<file path="src/rtl/tbc_pkg.sv">
// Package with register map, field layout and encodings of the timer B configuration block.
package tbc_pkg;

    // ------------------------------------------------------------------
    // Register offsets (byte addresses)
    // ------------------------------------------------------------------
    localparam logic [11:0] OFS_GLOBAL_CFG = 12'h000;
    localparam logic [11:0] OFS_HALF_A_MODE = 12'h004;
    localparam logic [11:0] OFS_HALF_B_MODE = 12'h008;
    localparam logic [11:0] OFS_CONTROL = 12'h00C;
    localparam logic [11:0] OFS_STATUS = 12'h010;

    // ------------------------------------------------------------------
    // Field positions
    // ------------------------------------------------------------------
    localparam int CFG_LSB = 0;
    localparam int MODE_FIELD_LSB = 0;
    localparam int MODE_CAPSTYLE_BIT = 2;
    localparam int MODE_ALT_BIT = 3;
    localparam int CTL_EDGE_LSB = 10;
    localparam int CTL_TRIG_BIT = 13;
    localparam int CTL_INV_BIT = 14;

    // Writable bits of the control register: 14, 13, 11:10.
    localparam logic [31:0] CTL_WRITE_MASK = 32'h0000_6C00;

    // ------------------------------------------------------------------
    // Reset values
    // ------------------------------------------------------------------
    localparam logic [2:0] RST_CFG = 3'h0;
    localparam logic [3:0] RST_MODE = 4'h0;
    localparam logic [31:0] RST_CONTROL = 32'h0000_0000;

    // ------------------------------------------------------------------
    // Encodings
    // ------------------------------------------------------------------
    typedef enum logic [1:0] {
        TBC_MODE_RSVD = 2'h0,
        TBC_MODE_ONESHOT = 2'h1,
        TBC_MODE_PERIODIC = 2'h2,
        TBC_MODE_CAPTURE = 2'h3
    } tbc_mode_e;

    typedef enum logic [1:0] {
        TBC_EDGE_RISE = 2'h0,
        TBC_EDGE_FALL = 2'h1,
        TBC_EDGE_RSVD = 2'h2,
        TBC_EDGE_BOTH = 2'h3
    } tbc_edge_e;

    // Global configuration value 4 and above selects split operation.
    localparam logic [2:0] CFG_SPLIT_MIN = 3'h4;

    // Per-half mode register contents.
    typedef struct packed {
        logic alt_select;
        logic capture_style;
        logic [1:0] mode;
    } tbc_mode_s;

    // Effective configuration handed to the timer B datapath.
    typedef struct packed {
        logic split;
        logic [1:0] mode;
        logic pwm_en;
        logic edge_time;
        logic [1:0] edge_sel;
        logic rise_en;
        logic fall_en;
    } tbc_eff_s;

    localparam logic [1:0] HTRANS_NONSEQ = 2'h2;
    localparam logic [2:0] HSIZE_WORD = 3'h2;

endpackage

</file>
<file path="src/rtl/tbc_mode_reg.sv">
// Four-bit per-half mode register with write strobe.
`timescale 1ns/1ps
`default_nettype none

module tbc_mode_reg (
    // Clock and reset
    input wire logic core_clk_i,
    input wire logic rst_i,
    // Write port
    input wire logic wr_en_i,
    input wire logic [3:0] wr_data_i,
    // Stored value
    output tbc_pkg::tbc_mode_s value_o
);

    always_ff @(posedge core_clk_i or posedge rst_i) begin
        if (rst_i) begin
            value_o <= tbc_pkg::RST_MODE;
        end else if (wr_en_i) begin
            value_o <= wr_data_i;
        end
    end

endmodule

`default_nettype wire

</file>
<file path="src/rtl/tbc_edge_sync.sv">
// Three-stage synchroniser with agreement filter and edge detection.
`timescale 1ns/1ps
`default_nettype none

module tbc_edge_sync (
    // Clock and reset
    input wire logic core_clk_i,
    input wire logic rst_i,
    // Asynchronous pin
    input wire logic pin_i,
    // Filtered level and edges
    output logic level_o,
    output logic rise_o,
    output logic fall_o
);

    logic s1;
    logic s2;
    logic s3;
    logic agree;

    // Only s2 and s3 are compared; s1 may still be metastable.
    assign agree = (s2 == s3);

    always_ff @(posedge core_clk_i or posedge rst_i) begin
        if (rst_i) begin
            s1 <= 1'b0;
            s2 <= 1'b0;
            s3 <= 1'b0;
            level_o <= 1'b0;
            rise_o <= 1'b0;
            fall_o <= 1'b0;
        end else begin
            s1 <= pin_i;
            s2 <= s1;
            s3 <= s2;
            if (agree) begin
                level_o <= s3;
            end
            rise_o <= agree && s3 && !level_o;
            fall_o <= agree && !s3 && level_o;
        end
    end

endmodule

`default_nettype wire

</file>
<file path="src/rtl/tbc_top.sv">
// Timer B mode and control configuration block with AHB-Lite register slave.
//
// Notes on behaviour
// Mode field 1 one-shot, 2 periodic, 3 capture, 0 reserved.
// Mode field is read in light of the 3-bit global configuration.
// In split 16-bit operation half B mode governs half B alone.
// In 32-bit operation half B mode register is ignored; half A governs.
// Bit 14 inverts the half B PWM output when set; resets 0.
// Bit 13 lets the half B trigger out when set; resets 0. The code passes it only in one-shot and periodic mode.
// Bits 11:10 pick capture edge: 0 rise, 1 fall, 3 both.
// Control bits 31:15 and 12 read zero and ignore writes.
// Software keeps reserved bits by read-modify-write.
// Control register refines configuration and carries stall-type enables.
// Global configuration 4 to 7 selects split operation.
// Capture style 0 counts edges, 1 times edges.
// For PWM software sets alternate select, clears style, writes mode 2.
//
// The implementer's own choice: the AHB-Lite register port.
`timescale 1ns/1ps
`default_nettype none

module tbc_top #(
    parameter int CTL_WIDTH = 32
) (
    // Clock and reset
    input wire logic core_clk_i,
    input wire logic rst_i,
    // AHB-Lite slave
    input wire logic hsel_i,
    input wire logic [31:0] haddr_i,
    input wire logic [1:0] htrans_i,
    input wire logic hwrite_i,
    input wire logic [2:0] hsize_i,
    input wire logic [31:0] hwdata_i,
    input wire logic hready_i,
    output logic [31:0] hrdata_o,
    output logic hreadyout_o,
    output logic hresp_o,
    // Timer B datapath side
    input wire logic pwm_raw_i,
    input wire logic trigger_raw_i,
    input wire logic capture_pin_i,
    output logic pwm_o,
    output logic trigger_o,
    output logic capture_event_o,
    output tbc_pkg::tbc_eff_s eff_cfg_o
);

    // ------------------------------------------------------------------
    // Bus address phase capture
    // ------------------------------------------------------------------
    logic wr_pend;
    logic [11:0] wr_addr;
    logic [11:0] rd_addr;
    logic rd_pend;
    wire logic addr_valid;
    wire logic word_xfer;

    assign word_xfer = (hsize_i == tbc_pkg::HSIZE_WORD);
    assign addr_valid = hsel_i && hready_i && htrans_i[1] && word_xfer;

    always_ff @(posedge core_clk_i or posedge rst_i) begin
        if (rst_i) begin
            wr_pend <= 1'b0;
            rd_pend <= 1'b0;
            wr_addr <= 12'h000;
            rd_addr <= 12'h000;
        end else if (hready_i) begin
            wr_pend <= addr_valid && hwrite_i;
            rd_pend <= addr_valid && !hwrite_i;
            wr_addr <= haddr_i[11:0];
            rd_addr <= haddr_i[11:0];
        end
    end

    // Zero wait states and always OKAY; unmapped reads return zero.
    assign hreadyout_o = 1'b1;
    assign hresp_o = 1'b0;

    // ------------------------------------------------------------------
    // Write decode
    // ------------------------------------------------------------------
    wire logic wr_cfg;
    wire logic wr_mode_a;
    wire logic wr_mode_b;
    wire logic wr_ctl;

    assign wr_cfg = wr_pend && (wr_addr == tbc_pkg::OFS_GLOBAL_CFG);
    assign wr_mode_a = wr_pend && (wr_addr == tbc_pkg::OFS_HALF_A_MODE);
    assign wr_mode_b = wr_pend && (wr_addr == tbc_pkg::OFS_HALF_B_MODE);
    assign wr_ctl = wr_pend && (wr_addr == tbc_pkg::OFS_CONTROL);

    // ------------------------------------------------------------------
    // Registers
    // ------------------------------------------------------------------
    logic [2:0] global_width_config;
    logic [CTL_WIDTH-1:0] timer_control_register;
    tbc_pkg::tbc_mode_s half_a_mode_register;
    tbc_pkg::tbc_mode_s half_b_mode_register;

    always_ff @(posedge core_clk_i or posedge rst_i) begin
        if (rst_i) begin
            global_width_config <= tbc_pkg::RST_CFG;
        end else if (wr_cfg) begin
            global_width_config <= hwdata_i[tbc_pkg::CFG_LSB +: 3];
        end
    end

    // Reserved control bits never take a write, so they read back zero.
    always_ff @(posedge core_clk_i or posedge rst_i) begin
        if (rst_i) begin
            timer_control_register <= tbc_pkg::RST_CONTROL[CTL_WIDTH-1:0];
        end else if (wr_ctl) begin
            timer_control_register <= hwdata_i[CTL_WIDTH-1:0]
                & tbc_pkg::CTL_WRITE_MASK[CTL_WIDTH-1:0];
        end
    end

    tbc_mode_reg u_mode_a (
        .core_clk_i(core_clk_i),
        .rst_i(rst_i),
        .wr_en_i(wr_mode_a),
        .wr_data_i(hwdata_i[3:0]),
        .value_o(half_a_mode_register)
    );

    tbc_mode_reg u_mode_b (
        .core_clk_i(core_clk_i),
        .rst_i(rst_i),
        .wr_en_i(wr_mode_b),
        .wr_data_i(hwdata_i[3:0]),
        .value_o(half_b_mode_register)
    );

    // ------------------------------------------------------------------
    // Control fields
    // ------------------------------------------------------------------
    wire logic half_b_pwm_invert;
    wire logic half_b_trigger_out_enable;
    wire logic [1:0] half_b_edge_select;

    assign half_b_pwm_invert = timer_control_register[tbc_pkg::CTL_INV_BIT];
    assign half_b_trigger_out_enable = timer_control_register[tbc_pkg::CTL_TRIG_BIT];
    assign half_b_edge_select = timer_control_register[tbc_pkg::CTL_EDGE_LSB +: 2];

    // ------------------------------------------------------------------
    // Effective mode selection
    // ------------------------------------------------------------------
    wire logic split_mode;
    tbc_pkg::tbc_mode_s active_mode;
    wire logic [1:0] half_b_mode_field;

    assign split_mode = (global_width_config >= tbc_pkg::CFG_SPLIT_MIN);
    // In 32-bit operation the half B register is ignored entirely.
    assign active_mode = split_mode ? half_b_mode_register
        : half_a_mode_register;
    assign half_b_mode_field = active_mode.mode;

    wire logic mode_capture;
    wire logic mode_counting;
    wire logic pwm_active;

    assign mode_capture = (half_b_mode_field == tbc_pkg::TBC_MODE_CAPTURE);
    assign mode_counting = (half_b_mode_field == tbc_pkg::TBC_MODE_ONESHOT)
        || (half_b_mode_field == tbc_pkg::TBC_MODE_PERIODIC);
    // PWM needs alternate select, edge-count style and periodic mode.
    assign pwm_active = active_mode.alt_select && !active_mode.capture_style
        && (half_b_mode_field == tbc_pkg::TBC_MODE_PERIODIC);

    wire logic rise_en;
    wire logic fall_en;

    assign rise_en = (half_b_edge_select == tbc_pkg::TBC_EDGE_RISE)
        || (half_b_edge_select == tbc_pkg::TBC_EDGE_BOTH);
    assign fall_en = (half_b_edge_select == tbc_pkg::TBC_EDGE_FALL)
        || (half_b_edge_select == tbc_pkg::TBC_EDGE_BOTH);

    // ------------------------------------------------------------------
    // Capture input
    // ------------------------------------------------------------------
    logic cap_level;
    logic cap_rise;
    logic cap_fall;

    tbc_edge_sync u_cap_sync (
        .core_clk_i(core_clk_i),
        .rst_i(rst_i),
        .pin_i(capture_pin_i),
        .level_o(cap_level),
        .rise_o(cap_rise),
        .fall_o(cap_fall)
    );

    wire logic cap_hit;

    // Reserved edge code enables neither edge, so no event is reported.
    assign cap_hit = mode_capture && !pwm_active
        && ((cap_rise && rise_en) || (cap_fall && fall_en));

    // ------------------------------------------------------------------
    // Output stage
    // ------------------------------------------------------------------
    tbc_pkg::tbc_eff_s next_eff;

    always_comb begin
        next_eff.split = split_mode;
        next_eff.mode = half_b_mode_field;
        next_eff.pwm_en = pwm_active;
        next_eff.edge_time = active_mode.capture_style;
        next_eff.edge_sel = half_b_edge_select;
        next_eff.rise_en = rise_en;
        next_eff.fall_en = fall_en;
    end

    always_ff @(posedge core_clk_i or posedge rst_i) begin
        if (rst_i) begin
            pwm_o <= 1'b0;
            trigger_o <= 1'b0;
            capture_event_o <= 1'b0;
            eff_cfg_o <= '0;
        end else begin
            pwm_o <= pwm_raw_i ^ half_b_pwm_invert;
            trigger_o <= trigger_raw_i && half_b_trigger_out_enable && mode_counting;
            capture_event_o <= cap_hit;
            eff_cfg_o <= next_eff;
        end
    end

    // ------------------------------------------------------------------
    // Read mux
    // ------------------------------------------------------------------
    wire logic [31:0] rd_cfg;
    wire logic [31:0] rd_ctl;
    wire logic [31:0] rd_mode_a;
    wire logic [31:0] rd_mode_b;
    wire logic [31:0] rd_status;

    assign rd_cfg = {29'h0000_0000, global_width_config};
    assign rd_ctl = {{(32 - CTL_WIDTH){1'b0}}, timer_control_register};
    assign rd_mode_a = {28'h000_0000, half_a_mode_register};
    assign rd_mode_b = {28'h000_0000, half_b_mode_register};
    assign rd_status = {24'h00_0000, cap_level, pwm_active, mode_capture,
        mode_counting, split_mode, 1'b0, half_b_mode_field};

    always_comb begin
        hrdata_o = 32'h0000_0000;
        if (rd_pend) begin
            case (rd_addr)
                tbc_pkg::OFS_GLOBAL_CFG: hrdata_o = rd_cfg;
                tbc_pkg::OFS_HALF_A_MODE: hrdata_o = rd_mode_a;
                tbc_pkg::OFS_HALF_B_MODE: hrdata_o = rd_mode_b;
                tbc_pkg::OFS_CONTROL: hrdata_o = rd_ctl;
                tbc_pkg::OFS_STATUS: hrdata_o = rd_status;
                default: hrdata_o = 32'h0000_0000;
            endcase
        end
    end

endmodule

`default_nettype wire

</file>
<file path="config.mk">
export PLATFORM = sky130hd
export DESIGN_NAME = tbc_top
export DESIGN_NICKNAME = d
export VERILOG_FILES = /design/src/rtl/tbc_pkg.sv /design/src/rtl/tbc_mode_reg.sv /design/src/rtl/tbc_edge_sync.sv /design/src/rtl/tbc_top.sv
export SDC_FILE = /design/constraint.sdc
export NUM_CORES = 1
export LEC_CHECK = 0
export ABC_AREA = 1
export ABC_CLOCK_PERIOD_IN_PS = 2700
export BUFFER_PORTS_ARGS = -buffer_cell sky130_fd_sc_hd__buf_2
export CAP_MARGIN = 5
export CORE_ASPECT_RATIO = 0.7
export CORE_UTILIZATION = 48
export DETAILED_ROUTE_END_ITERATION = 8
export GPL_ROUTABILITY_DRIVEN = 0
export PLACE_DENSITY = 0.85
export SKIP_LAST_GASP = 1
export SLEW_MARGIN = 0
export SYNTH_ARGS = -nofsm -noshare
export SYNTH_HDL_FRONTEND = slang
export SYNTH_SLANG_ARGS = --single-unit
</file>
<file path="constraint.sdc">
create_clock -name core_clk_i -period 2.7 [get_ports core_clk_i]
set_clock_uncertainty 0.05 [all_clocks]
set_input_delay 0 -clock core_clk_i [delete_from_list [all_inputs] [get_ports core_clk_i]]
set_output_delay 0 -clock core_clk_i [all_outputs]
set_load 0.02 [all_outputs]
</file>
==> reports/summary.txt <==
Setup slack after layout - 672 ps
DRC viols - 14
Maximum buffer depth of the clock tree - 2
Initial antenna violation count - 0
Routed wire length - 4.59 mm
Total core area - 4430 um2
Standard-cell rows - 20
Post-synthesis register bit count - 47
CTS tree - built
Die Ht - 59.6 um
Cells after Synth - 245
TNS Setup - 0 ps
Comb power frac - 0.127
Status - finished, violations left
Final Core Density - 0.650
Vias in the first global route - 1,715
DRT Pass-1 Iters - 6
Dpl cells - 348
Worst Setup Start Kind - register
Least-Margin Pin Slew - 944 ps
RSZ-0062 raised after global routing - no
Setup WS pre-CTS - 1020 ps
Pleak - 1.48 nW
Final Hold Viols - 0
Placed Area - 2500 um2
Clk_lat worst skew - 300 ps
Inserted Diodes - 0
Power Internal - 1.09 mW
Max-slew violation count - 0
Ys Warns - 0
Final worst-path cycle share - 0.751
H-tree depth - 2
Syn_area_per_cell - 9.28 um2
Clock transition at the registers of the reported paths - 80 ps
Port Buffers - 55
Max cap viols - 0
Critical path class - reg2out
Nets@finish - 411
Share of cells above drive strength 1 - 0.265
NetSw - 0.353 mW
Initial DRC Count - 102
Final setup violation count - 0
Relative slew margins - 0.370
Final instance area - 2880 um2
Hold Slack - 51.3 ps
Failing checks - design-rule violations
Crit-path slowest cell - dfrtp_1
Filler cell count - 381
DP HPWL - 3.04 mm
Root buf cell - clkbuf_8
Die ar. - 5020 um2
Syn-to-layout area delta - 26.7%
Crit-path cells - inv_1 > nand2_1 > nand2_1 > inv_1 > ha_1 > nand3_1 > a211oi_1 > buf_2
Worst EP arrival - 1980 ps
GRT overflow - 0
Crit Path Max Fanout - 8
Clock share of power - 0.345
DR WL/cell - 12.0 um
Width of the die - 84.3 um
PwrDens - 499 nW/um2
F_max - 0.493 GHz
First-pass GRT wire length - 7.78 mm
Total track usage - 0.203
Crit path largest cell delay - 500 ps
Initial Util - 0.513
Sw Share - 0.245
Fin crit period - 2030 ps
Flop pwr share - 0.528
Largest net degree at the start of global routing - 48
Library cells used by synthesis - 28
Post-route ant nets - 0
Worst hold path class - in2reg
Crit end category - primary output
Maximum VDD drop - 0.367 mV
Overall power - 1.44 mW
TritonCTS Buffers - 5
Layout Cells excl Fill - 383
I/O pin cnt - 123
Cell Area, Synth - 2270 um2
Seq/Total Area, Yosys - 0.517
Vias - 1,780
Clk sinks - 47
Worst path required time - 2650 ps
Vias per inst - 4.65
==> cells by family (layout without fill, tap and decap cells) <==
kind of cell,Yosys count,in the layout,synth area share
adders and majority gates,6,6,0.0330
AOI/OAI and AO/OA,24,24,0.0550
and+or+nand+nor,102,102,0.212
other,2,22,0.00330
muxes,9,9,0.0446
DFF,47,47,0.517
buffers and inverters,54,117,0.130
xor gates and xnor gates,1,1,0.00385
==> power by group through the flow <==
stage / combinational (mW) / clock, mW / sequential (mW)
6_report: 0.182 / 0.496 / 0.760
5_1_grt: 0.203 / 0.545 / 0.766
3_3_place_gp: 0.149 / 0 / 0.773
3_5_place_dp: 0.153 / 0 / 0.774
2_1_floorplan: 0.123 / 0 / 0.781
4_1_cts: 0.182 / 0.505 / 0.760
==> path summary, 6_finish.rpt <==
kind / start / end / slack (ps) / depth (start not counted)
worst max-delay path: global_width_config[2]$_DFFE_PP0P_ / hrdata_o[6] / 670 / 8
worst min-delay path: hready_i / rd_addr[4]$_DFFE_PP0P_ / 50 / 3
worst max register to register: global_width_config[2]$_DFFE_PP0P_ / capture_event_o$_DFF_PP0_ / 1040 / 8
worst min register to register: u_cap_sync.s1$_DFF_PP0_ / u_cap_sync.s2$_DFF_PP0_ / 310 / 0
max in group asynchronous: rst_i / global_width_config[1]$_DFFE_PP0P_ / 1600 / 3
min in group asynchronous: rst_i / u_cap_sync.s3$_DFF_PP0_ / 410 / 3
==> cell usage in the layout, fill, tap and decap left out, drive strengths merged <==
master        n
nand3        23
nand2        45
bufinv        1
dlygate4sd3  28
conb         22
a211oi        1
a22oi         1
or2           1
nor2         29
nand4         1
xor2          1
nor3          3
inv          27
clkbuf        6
mux2          9
dfrtp        47
ha            6
o21ai        17
a21oi         5
buf          55
==> routing by layer <==
layer  share of wire  vias up  track usage  wire length [um]
li1                -      894            -                 -
met1            0.47      805        0.266              2170
met2            0.45       74        0.342              2050
met3           0.072        7       0.0487               329
met4          0.0092        0       0.0616                42
met5               0        -            0                 0
==> cells in the mapped netlist, drive strengths merged <==
cell type,count,share of area
xor2,1,0.0039
o21ai,17,0.037
a21oi,5,0.011
buf,25,0.082
nand4,1,0.0028
inv,27,0.045
dfrtp,47,0.52
conb,2,0.0033
nand2,45,0.075
or2,1,0.0028
a22oi,1,0.0033
nor3,3,0.0088
nor2,29,0.061
mux2,9,0.045
ha,6,0.033
a211oi,1,0.0033
nand3,23,0.062
clkbuf,2,0.0038
==> worst max-delay path: cells and delay by family (launching register included) <==
kind            cells  cell delay [ps]
flops               1              500
simple gates        3              300
fa+ha+maj           1              150
compound gates      1              270
buf+inv             3              470
==> layout make-up <==
class	instances	area, um2	share of cell area
Sequential cell	47	1180	0.408
Tap cell	55	68.8	0.0239
Multi-Input combinational cell	164	876	0.304
Clock inverter	1	30.0	0.0104
Timing Repair Buffer	83	556	0.193
Inverter	27	101	0.0352
Clock buffer	6	72.6	0.0252
==> registers in the layout, summed over array words and instances (netlist names) <==
register and count:
u_mode_a.value_o 4, capture_event_o 1, u_cap_sync.s1 1, u_cap_sync.s3 1
wr_pend 1, trigger_o 1, rd_addr 12, eff_cfg_o 9
rd_pend 1, pwm_o 1, u_cap_sync.rise_o 1, u_cap_sync.fall_o 1
u_cap_sync.level_o 1, u_cap_sync.s2 1, global_width_config 3, u_mode_b.value_o 4
rd_ctl 4
==> repair_timing <==
| action | in CTS | in global routing |
|---|---|---|
| resized for setup | 0 | 0 |
| endpoints found under the hold margin | 79 | 0 |
| setup buffers | 0 | 0 |
| hold buffers | 28 | 0 |
(Power assumes the default switching activity.)
